===== src/inc/pcd_pkg.sv =====
// Package of register offsets, field positions, reset values and codes for the PWM clock/chop block
package pcd_pkg;

   // Register byte offsets on APB
   localparam logic [11:0] PRESCALE_OFFSET  = 12'h000;
   localparam logic [11:0] AUX1_OFFSET      = 12'h004;
   localparam logic [11:0] AUX2_OFFSET      = 12'h008;
   localparam logic [11:0] AUX3_OFFSET      = 12'h00C;
   localparam logic [11:0] SPECIAL_OFFSET   = 12'h010;
   localparam logic [11:0] STATUS_OFFSET    = 12'h014;
   localparam logic [11:0] CHOPGEN_OFFSET   = 12'h018;

   // Clock divider register fields
   localparam int          DIV_LSB          = 0;
   localparam int          DIV_MSB          = 2;
   localparam logic [2:0]  DIV_RESET        = 3'h0;
   localparam logic [2:0]  DIV_RESERVED     = 3'h7;

   // Auxiliary control fields
   localparam int          HRP_DIS_BIT      = 15;
   localparam int          HRD_DIS_BIT      = 14;
   localparam int          BLANK_LSB        = 8;
   localparam int          BLANK_MSB        = 11;
   localparam int          CHOPSRC_LSB      = 2;
   localparam int          CHOPSRC_MSB      = 5;
   localparam int          HCHOP_BIT        = 1;
   localparam int          LCHOP_BIT        = 0;
   localparam logic [15:0] AUX_WMASK        = 16'hCF3F;
   localparam logic [15:0] AUX_RESET        = 16'h0000;

   // Chop source codes
   localparam logic [3:0]  CHOP_GEN         = 4'h0;
   localparam logic [3:0]  CHOP_CH1         = 4'h1;
   localparam logic [3:0]  CHOP_CH2         = 4'h2;
   localparam logic [3:0]  CHOP_CH3         = 4'h3;

   // Special event control: bit 15 time_base_on, bits 3:0 postscale
   localparam int          TB_ON_BIT        = 15;
   localparam int          POST_LSB         = 0;
   localparam int          POST_MSB         = 3;
   localparam logic [3:0]  POST_ONE         = 4'h0;
   localparam logic [15:0] SPECIAL_RESET    = 16'h0000;

   // Chop clock generator half period in prescaled ticks
   localparam logic [9:0]  CHOPGEN_RESET    = 10'h001;

   localparam int          NUM_CH           = 3;

   // Divider state machine
   typedef enum logic [1:0] {
      PCD_DIV_IDLE = 2'b01,
      PCD_DIV_RUN  = 2'b10
   } pcd_div_state_e;

endpackage : pcd_pkg


===== src/inc/pcd_tick_if.sv =====
// Interface carrying the prescaled tick between the divider and the main block
`timescale 1ns/10ps
interface pcd_tick_if;
   logic       run;
   logic [2:0] sel;
   logic       tick;
   modport src (input run, input sel, output tick);
   modport dst (output run, output sel, input tick);
endinterface : pcd_tick_if


===== src/hdl/pcd_prescaler.sv =====
// PWM input clock prescaler: emits one tick every 1..64 clocks
`timescale 1ns/10ps
module pcd_prescaler (
   input  wire logic  pclk,
   input  wire logic  presetn,
   pcd_tick_if.src    tk
);

   pcd_pkg::pcd_div_state_e state;
   pcd_pkg::pcd_div_state_e next_state;
   logic [5:0]              cnt;
   logic [5:0]              next_cnt;
   logic                    tick;
   logic                    next_tick;

   // Terminal count for a code; reserved code stops ticks
   function automatic logic [6:0] div_ratio(input logic [2:0] code);
      if (code == pcd_pkg::DIV_RESERVED) begin
         div_ratio = 7'h00;
      end else begin
         div_ratio = 7'(7'h01 << code);
      end
   endfunction : div_ratio

   ////////////////////////////////////////////////////////////////
   // Next state: count while the time base runs
   always_comb begin
      logic [6:0] ratio;
      ratio      = div_ratio(tk.sel);
      next_state = state;
      next_cnt   = cnt;
      next_tick  = 1'b0;
      unique case (state)
         pcd_pkg::PCD_DIV_IDLE: begin
            next_cnt = 6'h00;
            if (tk.run) begin
               next_state = pcd_pkg::PCD_DIV_RUN;
            end
         end
         pcd_pkg::PCD_DIV_RUN: begin
            if (!tk.run) begin
               next_state = pcd_pkg::PCD_DIV_IDLE;
            end else if (ratio != 7'h00) begin
               if ({1'b0, cnt} + 7'h01 >= ratio) begin
                  next_cnt  = 6'h00;
                  next_tick = 1'b1;
               end else begin
                  next_cnt = cnt + 6'h01;
               end
            end
         end
         default: begin
            next_state = pcd_pkg::PCD_DIV_IDLE;
         end
      endcase
   end

   // Registers
   always_ff @(posedge pclk or negedge presetn) begin
      if (!presetn) begin
         state <= pcd_pkg::PCD_DIV_IDLE;
         cnt   <= 6'h00;
         tick  <= 1'b0;
      end else begin
         state <= next_state;
         cnt   <= next_cnt;
         tick  <= next_tick;
      end
   end

   assign tk.tick = tick;

endmodule : pcd_prescaler


===== src/hdl/pcd_top.sv =====
// PWM clock prescaler, special event postscaler and per-channel output chopping with APB registers
//
// Implementation choices: the placing of the registers and the APB register port.
`timescale 1ns/10ps
module pcd_top (
   input  wire logic        pclk,
   input  wire logic        presetn,
   input  wire logic        psel,
   input  wire logic        penable,
   input  wire logic        pwrite,
   input  wire logic [11:0] paddr,
   input  wire logic [31:0] pwdata,
   output logic      [31:0] prdata,
   output logic             pready,
   output logic             pslverr,
   input  wire logic [2:0]  pwm_high_raw,
   input  wire logic [2:0]  pwm_low_raw,
   input  wire logic        compare_match,
   input  wire logic        external_sync_input,
   output logic             time_base_on,
   output logic             prescaled_tick,
   output logic             special_event_trigger,
   output logic             sync_seen,
   output logic [2:0]       channel_high_output,
   output logic [2:0]       channel_low_output,
   output logic [2:0]       hires_period_disable,
   output logic [2:0]       hires_duty_disable
);

   pcd_tick_if tk ();

   logic [2:0]  pwm_clock_divide_select;
   logic [2:0]  next_pwm_clock_divide_select;
   logic [15:0] pwm_channel_aux_control [pcd_pkg::NUM_CH];
   logic [15:0] next_aux [pcd_pkg::NUM_CH];
   logic [15:0] special_ctrl;
   logic [15:0] next_special_ctrl;
   logic [9:0]  chopgen_half;
   logic [9:0]  next_chopgen_half;
   logic [31:0] next_prdata;
   logic        next_pslverr;
   logic        next_pready;
   logic [2:0]  sync_ff;
   logic [2:0]  next_sync_ff;
   logic [2:0]  high_sync1, high_sync2;
   logic [2:0]  low_sync1,  low_sync2;
   logic        cm_sync1,   cm_sync2, cm_prev;
   logic [3:0]  post_cnt;
   logic [3:0]  next_post_cnt;
   logic        next_trigger;
   logic [9:0]  gen_cnt;
   logic [9:0]  next_gen_cnt;
   logic        gen_clk;
   logic        next_gen_clk;
   logic        next_tick_out;
   logic [2:0]  next_high, next_low, next_hrp, next_hrd;
   logic        next_sync_seen;
   logic        bus_write;
   logic        bus_read;

   // Chop signal for a source code; reserved codes hold chop-enabled outputs off
   function automatic logic chop_pick(input logic [3:0] code, input logic gen, input logic [2:0] hi);
      unique case (code)
         pcd_pkg::CHOP_GEN: chop_pick = gen;
         pcd_pkg::CHOP_CH1: chop_pick = hi[0];
         pcd_pkg::CHOP_CH2: chop_pick = hi[1];
         pcd_pkg::CHOP_CH3: chop_pick = hi[2];
         default:           chop_pick = 1'b0;
      endcase
   endfunction : chop_pick

   // Word offset match helper
   function automatic logic hit(input logic [11:0] a, input logic [11:0] off);
      hit = (a == off);
   endfunction : hit

   ////////////////////////////////////////////////////////////////
   // Prescaler: runs only while the time base is on
   assign tk.run = special_ctrl[pcd_pkg::TB_ON_BIT];
   assign tk.sel = pwm_clock_divide_select;

   pcd_prescaler u_pre (
      .pclk    (pclk),
      .presetn (presetn),
      .tk      (tk)
   );

   ////////////////////////////////////////////////////////////////
   // APB slave: one wait state; a write lands at the edge that sees pready
   assign bus_write = psel & penable & pwrite & pready;
   assign bus_read  = psel & ~penable & ~pwrite;

   always_comb begin
      next_pwm_clock_divide_select = pwm_clock_divide_select;
      next_special_ctrl            = special_ctrl;
      next_chopgen_half            = chopgen_half;
      for (int i = 0; i < pcd_pkg::NUM_CH; i++) begin
         next_aux[i] = pwm_channel_aux_control[i];
      end
      next_prdata  = prdata;
      next_pslverr = 1'b0;
      next_pready  = 1'b0;
      if (bus_write) begin
         if (hit(paddr, pcd_pkg::PRESCALE_OFFSET)) begin
            // Intended to change only while stopped; not enforced in hardware
            next_pwm_clock_divide_select = pwdata[pcd_pkg::DIV_MSB:pcd_pkg::DIV_LSB];
         end else if (hit(paddr, pcd_pkg::AUX1_OFFSET)) begin
            next_aux[0] = pwdata[15:0] & pcd_pkg::AUX_WMASK;
         end else if (hit(paddr, pcd_pkg::AUX2_OFFSET)) begin
            next_aux[1] = pwdata[15:0] & pcd_pkg::AUX_WMASK;
         end else if (hit(paddr, pcd_pkg::AUX3_OFFSET)) begin
            next_aux[2] = pwdata[15:0] & pcd_pkg::AUX_WMASK;
         end else if (hit(paddr, pcd_pkg::SPECIAL_OFFSET)) begin
            next_special_ctrl = {pwdata[15], 11'h000, pwdata[3:0]};
         end else if (hit(paddr, pcd_pkg::CHOPGEN_OFFSET)) begin
            next_chopgen_half = (pwdata[9:0] == 10'h000) ? 10'h001 : pwdata[9:0];
         end
      end
      // Ready is a single pulse; an access held past it is answered again two cycles later
      if (psel & penable & ~pready) begin
         next_pready = 1'b1;
      end
      // Read data captured in setup so it is valid at the access edge
      if (bus_read) begin
         next_prdata = 32'h0000_0000;
         if (hit(paddr, pcd_pkg::PRESCALE_OFFSET)) begin
            next_prdata = {29'h0000_0000, pwm_clock_divide_select};
         end else if (hit(paddr, pcd_pkg::AUX1_OFFSET)) begin
            next_prdata = {16'h0000, pwm_channel_aux_control[0]};
         end else if (hit(paddr, pcd_pkg::AUX2_OFFSET)) begin
            next_prdata = {16'h0000, pwm_channel_aux_control[1]};
         end else if (hit(paddr, pcd_pkg::AUX3_OFFSET)) begin
            next_prdata = {16'h0000, pwm_channel_aux_control[2]};
         end else if (hit(paddr, pcd_pkg::SPECIAL_OFFSET)) begin
            next_prdata = {16'h0000, special_ctrl};
         end else if (hit(paddr, pcd_pkg::CHOPGEN_OFFSET)) begin
            next_prdata = {22'h00_0000, chopgen_half};
         end else if (hit(paddr, pcd_pkg::STATUS_OFFSET)) begin
            next_prdata = {24'h00_0000, channel_low_output, channel_high_output,
                           gen_clk, sync_seen};
         end
      end
      if (psel & penable & ~pready) begin
         next_pslverr = ~(hit(paddr, pcd_pkg::PRESCALE_OFFSET) | hit(paddr, pcd_pkg::AUX1_OFFSET)
                        | hit(paddr, pcd_pkg::AUX2_OFFSET) | hit(paddr, pcd_pkg::AUX3_OFFSET)
                        | hit(paddr, pcd_pkg::SPECIAL_OFFSET) | hit(paddr, pcd_pkg::CHOPGEN_OFFSET)
                        | hit(paddr, pcd_pkg::STATUS_OFFSET));
      end
   end

   always_ff @(posedge pclk or negedge presetn) begin
      if (!presetn) begin
         pwm_clock_divide_select <= pcd_pkg::DIV_RESET;
         special_ctrl            <= pcd_pkg::SPECIAL_RESET;
         chopgen_half            <= pcd_pkg::CHOPGEN_RESET;
         for (int i = 0; i < pcd_pkg::NUM_CH; i++) begin
            pwm_channel_aux_control[i] <= pcd_pkg::AUX_RESET;
         end
         prdata  <= 32'h0000_0000;
         pslverr <= 1'b0;
         pready  <= 1'b0;
      end else begin
         pwm_clock_divide_select <= next_pwm_clock_divide_select;
         special_ctrl            <= next_special_ctrl;
         chopgen_half            <= next_chopgen_half;
         for (int i = 0; i < pcd_pkg::NUM_CH; i++) begin
            pwm_channel_aux_control[i] <= next_aux[i];
         end
         prdata  <= next_prdata;
         pslverr <= next_pslverr;
         pready  <= next_pready;
      end
   end

   ////////////////////////////////////////////////////////////////
   // Pin inputs: two-flop synchronisers before any logic
   always_ff @(posedge pclk or negedge presetn) begin
      if (!presetn) begin
         high_sync1 <= 3'h0;
         high_sync2 <= 3'h0;
         low_sync1  <= 3'h0;
         low_sync2  <= 3'h0;
         cm_sync1   <= 1'b0;
         cm_sync2   <= 1'b0;
         cm_prev    <= 1'b0;
         sync_ff    <= 3'h0;
      end else begin
         high_sync1 <= pwm_high_raw;
         high_sync2 <= high_sync1;
         low_sync1  <= pwm_low_raw;
         low_sync2  <= low_sync1;
         cm_sync1   <= compare_match;
         cm_sync2   <= cm_sync1;
         cm_prev    <= cm_sync2;
         sync_ff    <= next_sync_ff;
      end
   end

   assign next_sync_ff = {sync_ff[1], sync_ff[0], external_sync_input};

   ////////////////////////////////////////////////////////////////
   // Postscaler, chop generator and output gating
   always_comb begin
      logic       cm_edge;
      logic       chop;
      logic [3:0] ratio_m1;
      chop          = 1'b0;
      cm_edge       = cm_sync2 & ~cm_prev & tk.run;
      ratio_m1      = special_ctrl[pcd_pkg::POST_MSB:pcd_pkg::POST_LSB];
      next_post_cnt = post_cnt;
      next_trigger  = 1'b0;
      if (!tk.run) begin
         next_post_cnt = 4'h0;
      end else if (cm_edge) begin
         if (ratio_m1 == pcd_pkg::POST_ONE || post_cnt >= ratio_m1) begin
            next_trigger  = 1'b1;
            next_post_cnt = 4'h0;
         end else begin
            next_post_cnt = post_cnt + 4'h1;
         end
      end
      // Sync is only recorded; period margin is software's job
      next_sync_seen = sync_ff[1] & ~sync_ff[2] & tk.run;
      next_gen_cnt   = gen_cnt;
      next_gen_clk   = gen_clk;
      if (!tk.run) begin
         next_gen_cnt = 10'h000;
         next_gen_clk = 1'b0;
      end else if (tk.tick) begin
         if (gen_cnt + 10'h001 >= chopgen_half) begin
            next_gen_cnt = 10'h000;
            next_gen_clk = ~gen_clk;
         end else begin
            next_gen_cnt = gen_cnt + 10'h001;
         end
      end
      next_tick_out = tk.tick;
      for (int i = 0; i < pcd_pkg::NUM_CH; i++) begin
         chop = chop_pick(pwm_channel_aux_control[i][pcd_pkg::CHOPSRC_MSB:pcd_pkg::CHOPSRC_LSB],
                          gen_clk, high_sync2);
         next_high[i] = high_sync2[i] & (~pwm_channel_aux_control[i][pcd_pkg::HCHOP_BIT] | chop);
         next_low[i]  = low_sync2[i]  & (~pwm_channel_aux_control[i][pcd_pkg::LCHOP_BIT] | chop);
         next_hrp[i]  = pwm_channel_aux_control[i][pcd_pkg::HRP_DIS_BIT];
         next_hrd[i]  = pwm_channel_aux_control[i][pcd_pkg::HRD_DIS_BIT];
      end
   end

   always_ff @(posedge pclk or negedge presetn) begin
      if (!presetn) begin
         post_cnt              <= 4'h0;
         special_event_trigger <= 1'b0;
         sync_seen             <= 1'b0;
         gen_cnt               <= 10'h000;
         gen_clk               <= 1'b0;
         prescaled_tick        <= 1'b0;
         time_base_on          <= 1'b0;
         channel_high_output   <= 3'h0;
         channel_low_output    <= 3'h0;
         hires_period_disable  <= 3'h0;
         hires_duty_disable    <= 3'h0;
      end else begin
         post_cnt              <= next_post_cnt;
         special_event_trigger <= next_trigger;
         sync_seen             <= next_sync_seen;
         gen_cnt               <= next_gen_cnt;
         gen_clk               <= next_gen_clk;
         prescaled_tick        <= next_tick_out;
         time_base_on          <= tk.run;
         channel_high_output   <= next_high;
         channel_low_output    <= next_low;
         hires_period_disable  <= next_hrp;
         hires_duty_disable    <= next_hrd;
      end
   end

endmodule : pcd_top


===== config.mk =====
export PLATFORM = sky130hd
export DESIGN_NAME = pcd_top
export DESIGN_NICKNAME = d
export VERILOG_FILES = /design/src/inc/pcd_pkg.sv /design/src/inc/pcd_tick_if.sv /design/src/hdl/pcd_prescaler.sv /design/src/hdl/pcd_top.sv
export SDC_FILE = /design/constraint.sdc
export NUM_CORES = 1
export LEC_CHECK = 0
export ABC_CLOCK_PERIOD_IN_PS = 3100
export BUFFER_PORTS_ARGS = -buffer_cell sky130_fd_sc_hd__buf_2
export CORE_UTILIZATION = 30
export DETAILED_ROUTE_END_ITERATION = 8
export GPL_ROUTABILITY_DRIVEN = 0
export HOLD_SLACK_MARGIN = 0.15
export PLACE_DENSITY = 0.44
export REMOVE_ABC_BUFFERS = 1
export SYNTH_ARGS = -nofsm -noshare
export SYNTH_HDL_FRONTEND = slang
export SYNTH_HIERARCHICAL = 1
export SYNTH_SLANG_ARGS = --single-unit

===== constraint.sdc =====
create_clock -name pclk -period 3.1 [get_ports pclk]
set_input_delay 0.155 -clock pclk [delete_from_list [all_inputs] [get_ports pclk]]
set_output_delay 0.155 -clock pclk [all_outputs]
set_load 0.03 [all_outputs]

==> flow_summary.toml, run 1 <==
[status]
status = "completed"

[floorplan]
die_y_um = 148
io_pins = 107
die_w_um = 148
core_um2 = 21000
initial_utilization = 0.305
num_rows = 53
die_area_um2 = 22000

[layout]
area_delta_synth_final_pct = 21.8
nets = 756
n_antenna_cell = 0
finalNonFillerCells = 958
final_util = 0.372
drive_above_1_share = 0.272
design_area_um2 = 7820

[setup_path]
crit_arrival_ps = 3140
path_delay_family = "compound AO/OA/AOI/OAI gates"
cp_common_cell = "o211ai_1"
rr_startpoint = "gen_cnt[2]"
crit_start = "gen_cnt[2]"
crit_type = "reg2reg"
cpMaxStageDelayCell = "dfrtp_1"
path_buf_inv = 2
cpPeakStageDelay_ps = 460
crit_chain = "nand3_1 -> nor3_1 -> and3_1 -> xnor2_1 -> inv_1 -> ha_1 -> a21oi_1 -> o211ai_1 -> a41oi_2 -> buf_4 -> o211ai_1 -> a21boi_0"
crit_path_max_fanout = 7
cp-end-kind = "register"
timing.critical_path.from_type = "register"
worstPathRequired_ps = 3430

[timing]
worstMarginPinSlew_ps = 889
clock-skew-final_ps = 7.25
fmax_mhz = 355
period_needed_ps = 2810
setup_ws_ps = 286
hold_violations = 0
rsz0062_at_grt = "false"
drv_slew = 0
fin_crit_sh = 0.908
tns_ps = 0
setup-violations-final = 0
slew_headroom = 0.407
hold_ws_ps = 194

[clock_tree]
post_cts_buffers = 0
cts_buffers = 17
cts.clk_slew.worst_paths_ps = 60
cts_root_buf = "clkbuf_16"
cts_buffer_depth = 2
htreeDepth = 4
cts_sinks = 128
tritoncts = "yes"
clk_latency_ps = 420

[routing]
first_iter_violations = 242
vias = 4673
routed_wl_mm = 16.7
ant_nets = 0
first_pass_iters = 4
drc = 0
vias_per_cell = 4.88
post_drt_wl_per_cell_um = 17.5

[hold_path]
min_path_type = "in2reg"
min_from = "paddr[10]"

[yosys]
synth_edf_count = 0
yosysUniqueCellTypes = 62
syn_avg_cell_area_um2 = 11.2
async_flop_share = 1.00
synth-seq-cells = 128
syn_area_um2 = 6420
yosysSeqAreaShare = 0.500
netlist_instances = 571
ys_warn_count = 6
synth-main-ff-cell = "dfrtp_1"

[pwr]
internal_power_mw = 2.90
peakVddDrop_v = 0.000381
power_density_nw_per_um2 = 483
p_comb_frac = 0.060
swShare = 0.233
clockPowerShare = 0.490
pwr-share-seq = 0.450
power_mw = 3.77
leakage_nw = 3.67
p_sw_mw = 0.877

[placement]
dp.cells = 904
port_buffers = 70
dp_slack_ps = 298
dp_hpwl_mm = 12.0
placed_area_um2 = 7010

[global_routing]
first_global_vias = 4762
grt_pass1_wl_mm = 26.5
grt_antenna_before_repair = 0
grt_start_max_net_pins = 93
grt_usage = 0.161
overflow = 0

[flow_run]
maxCapViolCount = 0
==> metal layers <==
layer,up-vias,global-route usage,part of all wire
met3,12,0.0313,0.031
met2,90,0.268,0.49
met5,-,0,0
met1,2347,0.211,0.47
met4,0,0.0526,0.012
li1,2224,-,-
==> area by class of cell <==
cell class	count	area [µm²]
Clock buffer	20	467
Clock inverter	7	65.1
Multi-Input combinational cell	397	2940
Tap cell	275	344
Sequential cell	128	3210
Inverter	24	90.1
Fill cell	2057	13200
Timing Repair Buffer	107	702
==> what timing repair did <==
action / in CTS / in global routing
hold buffers: 27 / 0
gates resized for setup: 0 / 0
hold endpoints to repair: 144 / 0
==> final timing paths <==
kind / endpoint / slack (ps) / cells past startpoint
setup / recovery: gen_cnt[3] / 290 / 12
hold reg to reg: high_sync2[2] / 350 / 0
setup reg to reg: gen_cnt[3] / 290 / 12
min in group asynchronous: gen_cnt[2] / 400 / 2
hold / removal: chopgen_half[0] / 190 / 4
max in group asynchronous: pwm_channel_aux_control[0] / 1850 / 3
==> cell families (layout without fill, tap and decap cells) <==
family / Yosys count / count (layout) / synth area share
AOI/OAI and AO/OA: 127 / 127 / 0.139
xor gates and xnor gates: 13 / 13 / 0.0177
adders and majority gates: 24 / 24 / 0.0468
buffers and inverters: 63 / 158 / 0.0521
DFF: 128 / 128 / 0.500
muxes: 68 / 68 / 0.118
other: 1 / 18 / 0.000584
and+or+nand+nor: 147 / 147 / 0.127
==> placed cells by master, fill, tap and decap left out, types with 13 or more instances in the layout <==
| cell type | n |
|---|---|
| a21boi_0 | 15 |
| a21oi_1 | 18 |
| buf_2 | 69 |
| clkbuf_16 | 17 |
| conb_1 | 18 |
| dfrtp_1 | 126 |
| dlygate4sd3_1 | 27 |
| ha_1 | 24 |
| inv_1 | 24 |
| mux2_2 | 58 |
| nand2_1 | 44 |
| nand2b_1 | 15 |
| nand3_1 | 13 |
| nor2_1 | 24 |
| o21ai_0 | 27 |
==> Yosys cell counts, types with 3 or more instances <==
| master | n | area [µm²] |
|---|---|---|
| a211oi_1 | 6 | 45.0 |
| xnor2_1 | 7 | 61.3 |
| dfrtp_1 | 126 | 3150 |
| a21boi_0 | 15 | 113 |
| nor2_1 | 24 | 90.1 |
| buf_2 | 6 | 30.0 |
| o211ai_1 | 11 | 82.6 |
| xor2_1 | 6 | 52.6 |
| mux2i_1 | 8 | 80.1 |
| buf_4 | 20 | 150 |
| inv_1 | 24 | 90.1 |
| nor3_1 | 8 | 40.0 |
| o21a_1 | 3 | 22.5 |
| a32o_2 | 4 | 45.0 |
| o221ai_1 | 4 | 35.0 |
| nand2_1 | 44 | 165 |
| o31ai_1 | 11 | 82.6 |
| a31oi_1 | 4 | 25.0 |
| o21ai_0 | 27 | 135 |
| clkbuf_1 | 10 | 37.5 |
| mux2_2 | 58 | 653 |
| nor3b_1 | 4 | 30.0 |
| ha_1 | 24 | 300 |
| nand2b_1 | 15 | 93.8 |
| nand3b_1 | 3 | 22.5 |
| a22oi_1 | 6 | 45.0 |
| a22o_1 | 3 | 26.3 |
| nand3_1 | 13 | 65.1 |
| nor2b_1 | 10 | 62.6 |
| a21oi_1 | 18 | 90.1 |
| and3_1 | 6 | 37.5 |
==> power groups by stage <==
stage	registers, mW	logic [mW]	clock network [mW]
after CTS	1.70	0.231	1.89
after floorplan	1.74	0.0748	0
after detailed placement	1.73	0.204	0
after global placement	1.73	0.202	0
final	1.70	0.227	1.85
after global routing	1.70	0.251	1.96
==> flip-flops by register name (all words and copies together) (netlist names), 2 cells and up <==
name,flops
pwm_channel_aux_control,30
u_pre/cnt,6
pwm_clock_divide_select,3
hires_duty_disable,3
post_cnt,4
next_hrp,3
u_pre/state,2
low_sync1,3
high_sync2,3
gen_cnt,10
next_hrd,3
sync_ff,3
low_sync2,3
high_sync1,3
channel_low_output,3
prdata,14
chopgen_half,10
hires_period_disable,3
special_ctrl,5
channel_high_output,3
==> tightest hold or removal path, cell delays in order <==
cell,delay [ps]
buf_2,100
nor4_4,50
nand4_4,180
o31ai_1,100
(Power assumes the default switching activity.)
==> run 2: changes to the inputs <==
==> constraint.sdc (replaced) <==
create_clock -name pclk -period 3.1 [get_ports pclk]
set_input_delay 0.31 -clock pclk [delete_from_list [all_inputs] [get_ports pclk]]
set_output_delay 0.31 -clock pclk [all_outputs]
set_load 0.03 [all_outputs]
==> flow_summary.toml, run 2 (same netlist as run 1, synthesis figures left out) <==
[status]
status = "completed"

[global_routing]
met1_usage = 0.212
overflow = 0
first_global_vias = 4677
grt_antenna_before_repair = 0
grt_usage = 0.161
gr-usage-met2 = 0.261
grt_start_max_net_pins = 106
top_usage_layer = "met2"
grt.met3_usage = 0.0313
grt_pass1_wl_mm = 26.7

[layout]
mostFrequentLayoutCells = "dfrtp_1, buf_2, mux2_2"
layout_commonest_cell = "dfrtp_1"
largest-register = "pwm_channel_aux_control"
area_delta_synth_final_pct = 20.1
final_util = 0.367
drive_above_1_share = 0.280
n_antenna_cell = 0
largestRegisters = "pwm_channel_aux_control (30), prdata (14)"
finalNonFillerCells = 947
largest_reg_flops = 30
nets = 742

[pwr]
peakVddDrop_v = 0.000372
p_sw_mw = 0.856
leakage_nw = 3.64
internal_power_mw = 2.98
swShare = 0.223
pwr-share-seq = 0.444
power_density_nw_per_um2 = 497
clockPowerShare = 0.502
p_comb_frac = 0.054

[setup_path]
cpMaxStageDelayCell = "dfrtp_1"
crit_chain = "nand3_1 -> nor3_2 -> and3_1 -> xnor2_1 -> inv_1 -> ha_1 -> a21oi_1 -> o211ai_1 -> a41oi_2 -> buf_4 -> o211ai_1 -> a21boi_0"
crit_arrival_ps = 3120
cp_common_cell = "o211ai_1"
crit_path_max_fanout = 7
worstPathRequired_ps = 3430
rr_startpoint = "gen_cnt[2]"
cp-end-kind = "register"
cpPeakStageDelay_ps = 460
crit_type = "reg2reg"
timing.critical_path.from_type = "register"
reg2reg_depth = 12
crit_start = "gen_cnt[2]"

[timing]
setup-violations-final = 0
worstMarginPinSlew_ps = 1010
clock-skew-final_ps = 5.21
slew_headroom = 0.325
tns_ps = 0
fin_crit_sh = 0.899
setup_ws_ps = 314
hold_ws_ps = 170
period_needed_ps = 2790
drv_slew = 0
fmax_mhz = 359
hold_violations = 0

[floorplan]
core_um2 = 21000
initial_utilization = 0.305
die_w_um = 148
num_rows = 53
io_pins = 107
die_area_um2 = 22000
die_y_um = 148

[hold_path]
min_path_type = "in2reg"
min_path_cells = 2
min_from = "pwdata[7]"

[routing]
first_pass_iters = 5
routed_wl_mm = 16.5
ant_nets = 0
first_iter_violations = 176
vias_per_cell = 4.89
post_drt_wl_per_cell_um = 17.4
vias = 4635
drc = 0

[clock_tree]
post_cts_buffers = 0
cts.clk_slew.worst_paths_ps = 60
cts_sinks = 128
cts_buffer_depth = 2
cts_root_buf = "clkbuf_16"
htreeDepth = 4
cts_buffers = 17
tritoncts = "yes"
clk_latency_ps = 420

[placement]
dp_slack_ps = 256
dp.cells = 905
dp_hpwl_mm = 12.1
port_buffers = 70

[flow_run]
maxCapViolCount = 0
-- run 2: cell types whose count changed in the layout (fill, tap and decap cells not counted), sizes merged --
| cell | before | now |
|---|---|---|
| clkbuf | 20 | 23 |
| clkinvlp | 2 | 0 |
| clkinv | 4 | 5 |
| bufinv | 1 | 2 |
| buf | 80 | 81 |
| dlygate4sd3 | 27 | 12 |
-- run 2: repair_timing --
action,CTS,global route
hold buffers,12,0
setup endpoints to repair,0,4
endpoints found under the hold margin,115,0
gates resized for setup,0,1
-- run 2: worst max-delay path: cells and delay by family (launching register included) --
kind	cells	cell delay, ps
flops	1	460
simple gates	3	640
buf+inv	2	280
xor+xnor	1	150
compound gates	5	880
fa+ha+maj	1	290
-- run 2: cell type report --
| type | instances | area (µm²) |
|---|---|---|
| clock buffer | 23 | 478 |
| clock inverter | 7 | 85.1 |
| fill | 2068 | 13300 |
| inverter | 24 | 90.1 |
| multi-input combinational | 397 | 2950 |
| sequential | 128 | 3210 |
| tap | 275 | 344 |
| timing repair buffer | 93 | 559 |
-- run 2: metrics by stage --
stage               power [mW]  instance area, µm²
finish                    3.83                7710
global route              3.98                7710
CTS                       3.89                7700
detailed placement        1.93                7020
global placement          1.93                7020
floorplan                 1.81                6240
-- run 2: power groups by stage --
stage / logic, mW / clock network (mW) / registers [mW]
final: 0.209 / 1.92 / 1.70
after global routing: 0.230 / 2.05 / 1.70
after CTS: 0.213 / 1.97 / 1.70
after detailed placement: 0.201 / 0 / 1.73
after global placement: 0.199 / 0 / 1.73
after floorplan: 0.0748 / 0 / 1.74
-- run 2: metal layers --
metal	vias to the layer above	routed length, µm
li1	2196	-
met1	2318	7600
met2	104	8010
met3	17	595
met4	0	280
met5	-	0
-- run 2: path summary, 6_finish.rpt --
check | slack [ps] | end
worst max-delay path | 310 | gen_cnt[3]
worst min-delay path | 170 | chopgen_half[7]
worst max register to register | 310 | gen_cnt[3]
worst min register to register | 350 | low_sync2[0]
max in group asynchronous | 1700 | high_sync1[0]
min in group asynchronous | 550 | gen_cnt[6]
==> run 3: changes to the inputs <==
ABC_CLOCK_PERIOD_IN_PS = 2700   (was 3100)
clock period = 2.7 ns   (was 3.1 ns; I/O delays follow)
==> flow_summary.toml, run 3 (same netlist as run 1, synthesis figures left out) <==
[status]
status = "completed"

[layout]
area_delta_synth_final_pct = 22.7
design_area_um2 = 7880
nets = 758
largestRegisters = "pwm_channel_aux_control (30), prdata (14)"
drive_above_1_share = 0.303
nFillCells = 2071
n_antenna_cell = 0
mostFrequentLayoutCells = "dfrtp_1, buf_2, mux2_2"
largest-register = "pwm_channel_aux_control"
largest_reg_flops = 30
layout_commonest_cell = "dfrtp_1"
finalNonFillerCells = 965

[pwr]
peakVddDrop_v = 0.000397
p_sw_mw = 1.04
leakage_nw = 3.71
power_density_nw_per_um2 = 559
pwr-share-seq = 0.443
internal_power_mw = 3.36
p_comb_frac = 0.057
clockPowerShare = 0.500
swShare = 0.237

[clock_tree]
cts_buffers = 17
clk_latency_ps = 410
cts_buffer_depth = 2
cts_root_buf = "clkbuf_16"
cts.clk_slew.worst_paths_ps = 60
cts_sinks = 128
htreeDepth = 4
tritoncts = "yes"

[timing]
fin_crit_sh = 0.922
clock-skew-final_ps = 5.71
worstMarginPinSlew_ps = 644
hold_violations = 0
setup-violations-final = 0
period_needed_ps = 2490
rsz0062_at_grt = "false"
drv_slew = 0
setup_ws_ps = 210
slew_headroom = 0.571
tns_ps = 0
fmax_mhz = 402

[routing]
drc = 0
wl_met1_mm = 7.80
vias_per_cell = 4.78
first_pass_iters = 4
ant_nets = 0
routed_wl_mm = 16.5
route.met2.wl_mm = 7.89
post_drt_wl_per_cell_um = 17.1
highest_layer = "met4"
wl_met3_um = 577
vias = 4617
first_iter_violations = 180

[global_routing]
first_global_vias = 4830
overflow = 0
grt_antenna_before_repair = 0
grt_usage = 0.162
grt_pass1_wl_mm = 26.7
grt_start_max_net_pins = 68

[floorplan]
die_area_um2 = 22000
die_w_um = 148
initial_utilization = 0.305
die_y_um = 148
core_um2 = 21000
num_rows = 53
io_pins = 107

[setup_path]
rr_startpoint = "gen_cnt[1]"
worstPathRequired_ps = 3010
reg2reg_depth = 12
crit_arrival_ps = 2800
cp-end-kind = "register"
crit_type = "reg2reg"
regToRegSetupSlack_ps = 210
crit_path_max_fanout = 4
timing.critical_path.from_type = "register"
reg2reg_to = "gen_cnt[9]"

[placement]
dp_slack_ps = -1.97
port_buffers = 70
dp_hpwl_mm = 12.3
dp.cells = 914
placed_area_um2 = 7100

[hold_path]
min_path_type = "in2reg"
worstHoldEndpoint = "pwm_channel_aux_control[24]"
min_path_cells = 2
min_from = "pwdata[8]"

[flow_run]
maxCapViolCount = 0
## run 3: how the worst max path moves through the flow
stage,from,to,cells after the start
after floorplan,gen_cnt[2],gen_cnt[8],11
after global placement,gen_cnt[4],gen_cnt[1],12
after detailed placement,gen_cnt[4],gen_cnt[4],12
after CTS,gen_cnt[4],gen_cnt[4],12
after global routing,gen_cnt[1],gen_cnt[2],12
final,gen_cnt[1],gen_cnt[9],12
## run 3: worst max-delay path, cell delays in order (launching register included)
cell      delay [ps]
dfrtp_1          390
nand2_1          120
nor3_2           230
and3_1           200
xnor2_1          150
inv_1             70
ha_1             300
a21oi_2          140
o211ai_1         140
a41oi_2          240
buf_4            150
nor2_1            40
o32ai_1          230
## run 3: metal layers
layer,GRT usage,vias to the layer above
met3,0.0325,16
met4,0.0562,0
met2,0.261,94
met5,0,-
met1,0.215,2273
li1,-,2234
## run 3: timing repair
| action | in CTS | in global routing |
|---|---|---|
| pin swaps | 0 | 3 |
| resized for setup | 1 | 9 |
| setup buffers | 0 | 2 |
| endpoints found under the setup margin | 2 | 11 |
| hold buffers | 17 | 0 |
| hold endpoints to repair | 88 | 0 |
## run 3: final cells by class
type	count	area [µm²]	share of cell area
flip-flops and latches	128	3210	0.407
multi-input cells	397	2960	0.376
repair buffers	109	704	0.0894
clock buffers	17	425	0.0540
well taps	275	344	0.0437
clock inverters	15	146	0.0186
inverters	24	90.1	0.0114
## run 3: metrics by stage
| step | total power [mW] | hold WS (ps) | util |
|---|---|---|---|
| after floorplan | 2.08 | -25.6 | - |
| after global placement | 2.22 | 321 | 0.338 |
| after detailed placement | 2.22 | 324 | 0.338 |
| after CTS | 4.48 | 163 | 0.373 |
| after global routing | 4.60 | 176 | 0.375 |
| final | 4.40 | 178 | 0.375 |
## run 3: power groups by stage
| stage | Combinational (mW) | Clock [mW] | Sequential [mW] |
|---|---|---|---|
| after CTS | 0.256 | 2.28 | 1.95 |
| after floorplan | 0.0859 | 0 | 1.99 |
| after global routing | 0.276 | 2.37 | 1.95 |
| after detailed placement | 0.236 | 0 | 1.98 |
| final | 0.250 | 2.20 | 1.95 |
| after global placement | 0.234 | 0 | 1.98 |
